[src/inc/huf_regs.svh]
// timing and framing constants of the host serial link
`ifndef HUF_REGS_SVH
`define HUF_REGS_SVH
`define HUF_CLK_PERIOD_NS 4
`define HUF_CLK_HZ (1000000000 / `HUF_CLK_PERIOD_NS)
`define HUF_BAUD_DEF 115200
`define HUF_BAUD_MAX 4000000
`define HUF_BAUD_MIN 56000
`define HUF_FLOWOFF_NS 500000
`define HUF_FLOWOFF_CYC (`HUF_FLOWOFF_NS / `HUF_CLK_PERIOD_NS)
`define HUF_CHAR_BITS 10
`define HUF_LAST_BIT 3'h7
`define HUF_RX_DEPTH 256
`define HUF_ROOM_MARGIN 2
`endif

[src/inc/huf_pkg.sv]
// state types shared by both ends of the serial link
package huf_pkg;
  typedef enum logic [1:0] {RX_IDLE, RX_START, RX_DATA, RX_STOP} huf_rx_e;
  typedef enum logic [1:0] {TX_IDLE, TX_START, TX_DATA, TX_STOP} huf_tx_e;
endpackage

[src/inc/huf_link_if.sv]
// the four serial link wires between device and host
`timescale 1ns/1ps
interface huf_link_if;
  logic h2d;
  logic d2h;
  logic rts;
  logic cts;
  modport dev (input h2d, input cts, output d2h, output rts);
  modport host (output h2d, output cts, input d2h, input rts);
endinterface

[src/huf_dev.sv]
// device end of the host serial link with automatic flow control
//
// What this block does
// - receive on input line, send on output
// - rts low lets host send, high forbids
// - transmit only while cts input low, with flow_auto set; cts ignored otherwise
// - start, eight data, one stop, no parity
// - rates up to 4000 kbps within tolerance
// - start at 115200 bps after reset
// - command reprograms rate, 56 to 4000 kbps
// - data moves by stream transfers to memory
// - automatic flow control with software override
// - keep receiving 500 us after rts rises
// - link pins on defaults during, after reset
// - other host interface detected releases pins
`timescale 1ns/1ps
`include "huf_regs.svh"
module huf_dev #(
  parameter int CLK_HZ = `HUF_CLK_HZ,
  parameter int BAUD_DEF = `HUF_BAUD_DEF,
  parameter int RX_DEPTH = `HUF_RX_DEPTH,
  parameter int FLOWOFF_CYC = `HUF_FLOWOFF_CYC
) (
  // clock and reset
  input wire logic mclk,
  input wire logic rst_n,
  // link pins
  huf_link_if.dev link,
  // pin sharing
  input wire logic other_if_det,
  input wire logic [1:0] alt_out,
  // rate command
  input wire logic baud_set,
  input wire logic [15:0] baud_div,
  output logic baud_err,
  // flow control setting
  input wire logic flow_auto,
  input wire logic rts_manual,
  // transmit stream
  input wire logic tx_valid,
  input wire logic [7:0] tx_data,
  output logic tx_ready,
  // receive stream
  output logic rx_valid,
  output logic [7:0] rx_data,
  input wire logic rx_ready,
  output logic rx_overrun
);
  // ----------------------------------------------------------------
  // constants and state
  // ----------------------------------------------------------------
  localparam int AW = $clog2(RX_DEPTH);
  localparam logic [15:0] DIV_DEF = 16'(CLK_HZ / BAUD_DEF);
  localparam logic [15:0] DIV_MIN = 16'(CLK_HZ / `HUF_BAUD_MAX);
  localparam logic [15:0] DIV_MAX = 16'(CLK_HZ / `HUF_BAUD_MIN);
  localparam logic [AW:0] DEPTH = (AW + 1)'(RX_DEPTH);

  typedef struct packed {
    huf_pkg::huf_rx_e rx_st;
    logic [15:0] rx_cnt;
    logic [2:0] rx_bit;
    logic [7:0] rx_sh;
    logic rx_prev;
    huf_pkg::huf_tx_e tx_st;
    logic [15:0] tx_cnt;
    logic [2:0] tx_bit;
    logic [7:0] tx_sh;
    logic tx_full;
    logic tx_line;
    logic txr;
    logic [15:0] div;
    logic [AW:0] room;
    logic [AW-1:0] wp;
    logic [AW-1:0] rp;
    logic [AW:0] used;
    logic out_v;
    logic [7:0] out_d;
    logic ovr;
    logic berr;
    logic pin_txd;
    logic pin_rts;
  } huf_dev_s;

  huf_dev_s s_r;
  huf_dev_s s_nxt;
  logic [7:0] mem [RX_DEPTH];
  logic we;
  logic active;
  logic line;
  logic [AW:0] free;

  // characters that can still land in the flow-off time, plus margin
  function automatic logic [AW:0] headroom(input logic [15:0] div);
    int h;
    h = FLOWOFF_CYC / (int'(div) * `HUF_CHAR_BITS) + `HUF_ROOM_MARGIN;
    headroom = (AW + 1)'(h);
  endfunction

  // ----------------------------------------------------------------
  // next state
  // ----------------------------------------------------------------
  always_comb begin
    s_nxt = s_r;
    we = 1'b0;
    active = !other_if_det;
    line = active ? link.h2d : 1'b1;
    s_nxt.ovr = 1'b0;
    s_nxt.berr = 1'b0;

    // rate command, refused outside the supported range
    if (baud_set) begin
      if (baud_div >= DIV_MIN && baud_div <= DIV_MAX) begin
        s_nxt.div = baud_div;
        s_nxt.room = headroom(baud_div);
      end else begin
        s_nxt.berr = 1'b1;
      end
    end

    // receiver, taking characters even with rts high, except while other_if_det releases the pins
    s_nxt.rx_prev = line;
    unique case (s_r.rx_st)
      huf_pkg::RX_IDLE: begin
        if (s_r.rx_prev && !line) begin
          s_nxt.rx_st = huf_pkg::RX_START;
          s_nxt.rx_cnt = s_r.div >> 1;
        end
      end
      huf_pkg::RX_START: begin
        if (s_r.rx_cnt == 16'h0000) begin
          s_nxt.rx_st = line ? huf_pkg::RX_IDLE : huf_pkg::RX_DATA;
          s_nxt.rx_cnt = s_r.div - 16'h0001;
          s_nxt.rx_bit = 3'h0;
        end else begin
          s_nxt.rx_cnt = s_r.rx_cnt - 16'h0001;
        end
      end
      huf_pkg::RX_DATA: begin
        if (s_r.rx_cnt == 16'h0000) begin
          s_nxt.rx_sh = {line, s_r.rx_sh[7:1]};
          s_nxt.rx_cnt = s_r.div - 16'h0001;
          s_nxt.rx_bit = s_r.rx_bit + 3'h1;
          if (s_r.rx_bit == `HUF_LAST_BIT) begin
            s_nxt.rx_st = huf_pkg::RX_STOP;
          end
        end else begin
          s_nxt.rx_cnt = s_r.rx_cnt - 16'h0001;
        end
      end
      huf_pkg::RX_STOP: begin
        if (s_r.rx_cnt == 16'h0000) begin
          s_nxt.rx_st = huf_pkg::RX_IDLE;
          if (line) begin
            if (s_r.used == DEPTH) begin
              s_nxt.ovr = 1'b1;
            end else begin
              we = 1'b1;
            end
          end
        end else begin
          s_nxt.rx_cnt = s_r.rx_cnt - 16'h0001;
        end
      end
    endcase

    // receive stream stage fed from the buffer
    if (s_r.out_v && rx_ready) begin
      s_nxt.out_v = 1'b0;
    end
    if (!s_nxt.out_v && s_r.used != '0) begin
      s_nxt.out_v = 1'b1;
      s_nxt.out_d = mem[s_r.rp];
      s_nxt.rp = s_r.rp + AW'(1);
      s_nxt.used = s_r.used - (AW + 1)'(1);
    end
    if (we) begin
      s_nxt.wp = s_r.wp + AW'(1);
      s_nxt.used = s_nxt.used + (AW + 1)'(1);
    end

    // flow control toward the host
    free = DEPTH - s_nxt.used;
    if (!active) begin
      s_nxt.pin_rts = alt_out[1];
    end else if (flow_auto) begin
      s_nxt.pin_rts = (free <= s_r.room);
    end else begin
      s_nxt.pin_rts = rts_manual;
    end

    // transmitter
    if (tx_valid && s_r.txr) begin
      s_nxt.tx_full = 1'b1;
      s_nxt.tx_sh = tx_data;
    end
    unique case (s_r.tx_st)
      huf_pkg::TX_IDLE: begin
        s_nxt.tx_line = 1'b1;
        if (s_r.tx_full && active && (!flow_auto || !link.cts)) begin
          s_nxt.tx_st = huf_pkg::TX_START;
          s_nxt.tx_cnt = s_r.div - 16'h0001;
          s_nxt.tx_line = 1'b0;
        end
      end
      huf_pkg::TX_START: begin
        if (s_r.tx_cnt == 16'h0000) begin
          s_nxt.tx_st = huf_pkg::TX_DATA;
          s_nxt.tx_cnt = s_r.div - 16'h0001;
          s_nxt.tx_bit = 3'h0;
          s_nxt.tx_line = s_r.tx_sh[0];
        end else begin
          s_nxt.tx_cnt = s_r.tx_cnt - 16'h0001;
        end
      end
      huf_pkg::TX_DATA: begin
        if (s_r.tx_cnt == 16'h0000) begin
          s_nxt.tx_cnt = s_r.div - 16'h0001;
          s_nxt.tx_bit = s_r.tx_bit + 3'h1;
          s_nxt.tx_sh = s_r.tx_sh >> 1;
          s_nxt.tx_line = s_r.tx_sh[1];
          if (s_r.tx_bit == `HUF_LAST_BIT) begin
            s_nxt.tx_st = huf_pkg::TX_STOP;
            s_nxt.tx_line = 1'b1;
          end
        end else begin
          s_nxt.tx_cnt = s_r.tx_cnt - 16'h0001;
        end
      end
      huf_pkg::TX_STOP: begin
        if (s_r.tx_cnt == 16'h0000) begin
          s_nxt.tx_st = huf_pkg::TX_IDLE;
          s_nxt.tx_full = 1'b0;
        end else begin
          s_nxt.tx_cnt = s_r.tx_cnt - 16'h0001;
        end
      end
    endcase
    s_nxt.txr = !s_nxt.tx_full;
    s_nxt.pin_txd = active ? s_nxt.tx_line : alt_out[0];
  end

  // ----------------------------------------------------------------
  // registers and receive buffer
  // ----------------------------------------------------------------
  always_ff @(posedge mclk) begin
    if (!rst_n) begin
      s_r <= '0;
      s_r.div <= DIV_DEF;
      s_r.room <= headroom(DIV_DEF);
      s_r.rx_prev <= 1'b1;
      s_r.tx_line <= 1'b1;
      s_r.txr <= 1'b1;
      s_r.pin_txd <= 1'b1;
      s_r.pin_rts <= 1'b0;
    end else begin
      s_r <= s_nxt;
    end
    if (we) begin
      mem[s_r.wp] <= s_r.rx_sh;
    end
  end

  // outputs straight from the state register
  assign link.d2h = s_r.pin_txd;
  assign link.rts = s_r.pin_rts;
  assign baud_err = s_r.berr;
  assign tx_ready = s_r.txr;
  assign rx_valid = s_r.out_v;
  assign rx_data = s_r.out_d;
  assign rx_overrun = s_r.ovr;
endmodule

[src/flat_wrapper.sv]
// flat-port wrapper written by rule: the top's interface ports become plain ports
module huf_dev_flat 
#(
  parameter int CLK_HZ = `HUF_CLK_HZ,
  parameter int BAUD_DEF = `HUF_BAUD_DEF,
  parameter int RX_DEPTH = `HUF_RX_DEPTH,
  parameter int FLOWOFF_CYC = `HUF_FLOWOFF_CYC
)
  (mclk, rst_n, other_if_det, alt_out, baud_set, baud_div, baud_err, flow_auto, rts_manual, tx_valid, tx_data, tx_ready, rx_valid, rx_data, rx_ready, rx_overrun, link_h2d, link_cts, link_d2h, link_rts);
  huf_link_if link_i ();
  input wire logic mclk;
  input wire logic rst_n;
  input wire logic other_if_det;
  input wire logic [1:0] alt_out;
  input wire logic baud_set;
  input wire logic [15:0] baud_div;
  output logic baud_err;
  input wire logic flow_auto;
  input wire logic rts_manual;
  input wire logic tx_valid;
  input wire logic [7:0] tx_data;
  output logic tx_ready;
  output logic rx_valid;
  output logic [7:0] rx_data;
  input wire logic rx_ready;
  output logic rx_overrun;
  input wire logic [$bits(link_i.h2d)-1:0] link_h2d;
  input wire logic [$bits(link_i.cts)-1:0] link_cts;
  output wire logic [$bits(link_i.d2h)-1:0] link_d2h;
  output wire logic [$bits(link_i.rts)-1:0] link_rts;
  assign link_i.h2d = link_h2d;
  assign link_i.cts = link_cts;
  assign link_d2h = link_i.d2h;
  assign link_rts = link_i.rts;
  huf_dev #(.CLK_HZ(CLK_HZ), .BAUD_DEF(BAUD_DEF), .RX_DEPTH(RX_DEPTH), .FLOWOFF_CYC(FLOWOFF_CYC)) u_core (.mclk(mclk), .rst_n(rst_n), .link(link_i), .other_if_det(other_if_det), .alt_out(alt_out), .baud_set(baud_set), .baud_div(baud_div), .baud_err(baud_err), .flow_auto(flow_auto), .rts_manual(rts_manual), .tx_valid(tx_valid), .tx_data(tx_data), .tx_ready(tx_ready), .rx_valid(rx_valid), .rx_data(rx_data), .rx_ready(rx_ready), .rx_overrun(rx_overrun));
endmodule
[config.mk]
export PLATFORM = sky130hd
export DESIGN_NAME = huf_dev_flat
export DESIGN_NICKNAME = d
export VERILOG_FILES = /design/src/inc/huf_pkg.sv /design/src/inc/huf_link_if.sv /design/src/huf_dev.sv /design/src/flat_wrapper.sv
export VERILOG_INCLUDE_DIRS = /design/src /design/src/inc
export SDC_FILE = /design/constraint.sdc
export NUM_CORES = 2
export LEC_CHECK = 0
export ABC_AREA = 0
export CAP_MARGIN = 5
export CORE_AREA = 3 3 456 458
export DETAILED_ROUTE_END_ITERATION = 8
export DIE_AREA = 0 0 459 461
export DONT_BUFFER_PORTS = 1
export PLACE_DENSITY = 0.77
export SLEW_MARGIN = 20
export SYNTH_ARGS = -nofsm -noshare
export SYNTH_HDL_FRONTEND = slang
export SYNTH_SLANG_ARGS = --single-unit
[constraint.sdc]
create_clock -name mclk -period 193.7 [get_ports mclk]
set_input_delay 19.37 -clock mclk [delete_from_list [all_inputs] [get_ports mclk]]
set_output_delay 19.37 -clock mclk [all_outputs]
set_load 0.1 [all_outputs]
==> impl_metrics.json <==
{
  "run_status": "finished clean",
  "netlist_instances": 7960,
  "placer_congestion_estimate": 0.961,
  "worst_skew_pair.late_latency_ps": 870,
  "grt.total_usage_pct": 30.6,
  "ys_async_sr_fraction_pct": 0,
  "cts.hold.buffers_added": 0,
  "cp_max_fo": 38,
  "clock.fmax_mhz": 9.19,
  "fin_ws_ps": 84870,
  "timing.final.setup_violations": 0,
  "cp-end-kind": "flip-flop",
  "die_height_um": 461,
  "share_of_the_clock_period_used_by_the_worst_path_after_layout_pct": 56.2,
  "final.fill_count": 14487,
  "nature_of_the_critical_path_startpoint": "primary input",
  "leading_cell_types_in_the_layout_fill_and_taps_excluded": "2048 x edfxtp_1, 761 x nor2_1, 680 x mux4_2, 464 x nand2_1, 452 x ha_1",
  "number_of_flops_mapped_to_enable_cells_by_yosys": 2048,
  "rr_worst_depth": 10,
  "fp.dieW_um": 459,
  "min-delay-path-class": "reg -> reg",
  "vias": 75043,
  "routedWlPerCell_um": 30.5,
  "drive_gt1_share_pct": 16.6,
  "cts-resized-gates": 0,
  "number_of_buffers_between_clock_root_and_the_deepest_sink": 3,
  "whs_endpoint": "u_core.s_r[45]",
  "worst_r2r_endpoint": "u_core.rx_data[5]",
  "syn-num-nets": 8449,
  "hold_ws_ps": 461,
  "drt-vias-per-instance": 6.98,
  "via_count_of_the_first_global_routing_pass": 73607,
  "postSynth.topFlopCell": "edfxtp_1",
  "ffs_latches_synth": 2181,
  "place_worst_setup_slack_ps": 86530,
  "post_syn_area_mm2": 0.112,
  "initial_utilization_pct": 54.8,
  "initial_antenna_violation_count": 14,
  "grt_pass1_wl_um": 486000,
  "timing.slew.headroom_pct": 15.9,
  "core_area_mm2": 0.204,
  "finalWirelength_um": 328000,
  "final_common_cell": "edfxtp_1",
  "drv_slew": 0,
  "crit_path_max_incr_delay_ps": 900,
  "nets": 8385,
  "synth_cell_type_count": 123,
  "cts_inserted_buffers": 192,
  "setup-tns-final_ps": 0,
  "detailed_routing_iterations_pass_1": 9,
  "max_cap_viol_count": 0,
  "placementRows": 166,
  "cts_sinks": 2181,
  "dieArea_mm2": 0.212,
  "cts_tree": "built",
  "reg2reg_slack_ps": 186480,
  "post-cts-setup-buffer-count": 0,
  "hold_path_startpoint": "u_core.s_r[45]",
  "path_common_cell": "o21ai_0",
  "cp.arrival_ps": 109520,
  "required_ps": 194390,
  "cpMaxStageDelayCell": "nor2_2",
  "final_period_minus_worst_setup_slack_ps": 108830,
  "place.detailed.hpwl_um": 191000,
  "drt_first_iter_violations": 10559,
  "timing.final.hold_violations": 0,
  "largest_net_degree_at_the_start_of_global_routing": 219,
  "regArea_mm2": 0.0642,
  "ant_nets_after_route": 0,
  "finalClockSkew_ps": 86.3,
  "syn_area_per_cell_um2": 14.1,
  "holdPathStages": 2,
  "grt_remaining_overflow": 0,
  "layout-area-overhead-vs-synth_pct": 8.44,
  "yosysWarningCount": 0,
  "critPathKind": "in -> reg",
  "path_clk_slew_ps": 60,
  "setup_repair_after_global_routing_missed_its_margin": "no",
  "htree_levels": 4,
  "io_buffers": 0,
  "drc": 0,
  "cts_root_buffer": "clkbuf_16",
  "num_io_pins": 50,
  "synth_sequential_area_ratio_pct": 57.3,
  "multi_input_area_mm2": 0.0458,
  "worst-slew-pin-transition_ps": 1260
}
[area by class of cell]
type                       count  area share, %
antenna                        4        0.00824
clock buffer                 248           4.20
clock inverter               108           1.17
inverter                     174          0.539
multi-input combinational   5248           37.7
sequential                  2181           52.9
tap                         2688           2.77
timing repair buffer          99          0.708
[critical path: cells and delay by family]
kind | cells | cell delay (ps)
AOI/OAI and AO/OA | 209 | 47830
and+or+nand+nor | 105 | 25460
adders and majority gates | 30 | 9260
muxes | 12 | 3970
buffers and inverters | 9 | 3420
[synth_stat cells (49+ instances only)]
library cell,n,area (µm²)
nor2b_1,59,369
nand3_1,126,631
o21a_1,88,661
inv_1,167,627
o31ai_1,60,450
dfxtp_1,133,2660
o211ai_1,51,383
mux4_2,680,15300
a31oi_1,52,325
edfxtp_1,2048,61500
nand2_1,468,1760
xnor2_1,210,1840
clkbuf_1,236,886
and3_1,55,344
nand2b_1,102,638
a211oi_1,55,413
a21oi_1,443,2220
nor3_1,141,706
buf_1,83,312
mux2_2,118,1330
ha_1,452,5660
or3_1,49,307
o21ai_0,318,1590
a21o_1,144,1080
xor2_1,126,1100
nor2_1,763,2860
[layer usage]
layer	up-vias	global-route usage, %	wire length, µm
met5	-	0	137
met4	22	14.9	19200
met3	1104	6.50	33700
met2	5326	49.5	157000
met1	37296	39.5	118000
li1	31295	-	-
[per-stage QoR]
stage / utilization [%] / area, µm² / instances
finish: 59.4 / 121000 / 10750
global route: 59.4 / 121000 / 10747
CTS: 59.4 / 121000 / 10743
detailed placement: 56.2 / 115000 / 10387
global placement: 56.2 / 115000 / 10387
floorplan: - / 112000 / 7960
[state kept, by name, indices dropped and copies added (netlist names), named ones only]
| name | cells |
|---|---|
| u_core.baud_err | 1 |
| u_core.rx_data | 8 |
| u_core.link.rts | 1 |
| u_core.mem | 2048 |
| u_core.rx_valid | 1 |
| u_core.link.d2h | 1 |
| u_core.rx_overrun | 1 |
| u_core.s_r | 110 |
| u_core.tx_ready | 1 |
[cell families (layout without fill, tap and decap cells)]
logic type	count (synthesis)	in the layout	share of synthesized area [%]
other	1	5	0.00335
AO/OA/AOI/OAI	1589	1589	9.32
buffers and inverters	531	629	1.89
adder cells (fa/ha/maj)	454	454	5.08
XOR/XNOR	337	337	2.64
AND/OR/NAND/NOR	2019	2019	8.46
multiplexers	848	848	15.3
flip-flops	2181	2181	57.3
[worst max-delay path by stage]
stage	endpoint	slack (ps)	from
CTS	u_core.s_r[38]	87000	baud_div[8]
floorplan	u_core.s_r[38]	95210	baud_div[8]
finish	u_core.s_r[38]	84870	baud_div[8]
global placement	u_core.s_r[38]	88690	baud_div[8]
detailed placement	u_core.s_r[38]	86530	baud_div[8]
global route	u_core.s_r[38]	77270	baud_div[8]
Power is left out: the tool's default activity adds up to more than one toggle a clock period on the data nets, which glitch-free logic cannot reach.
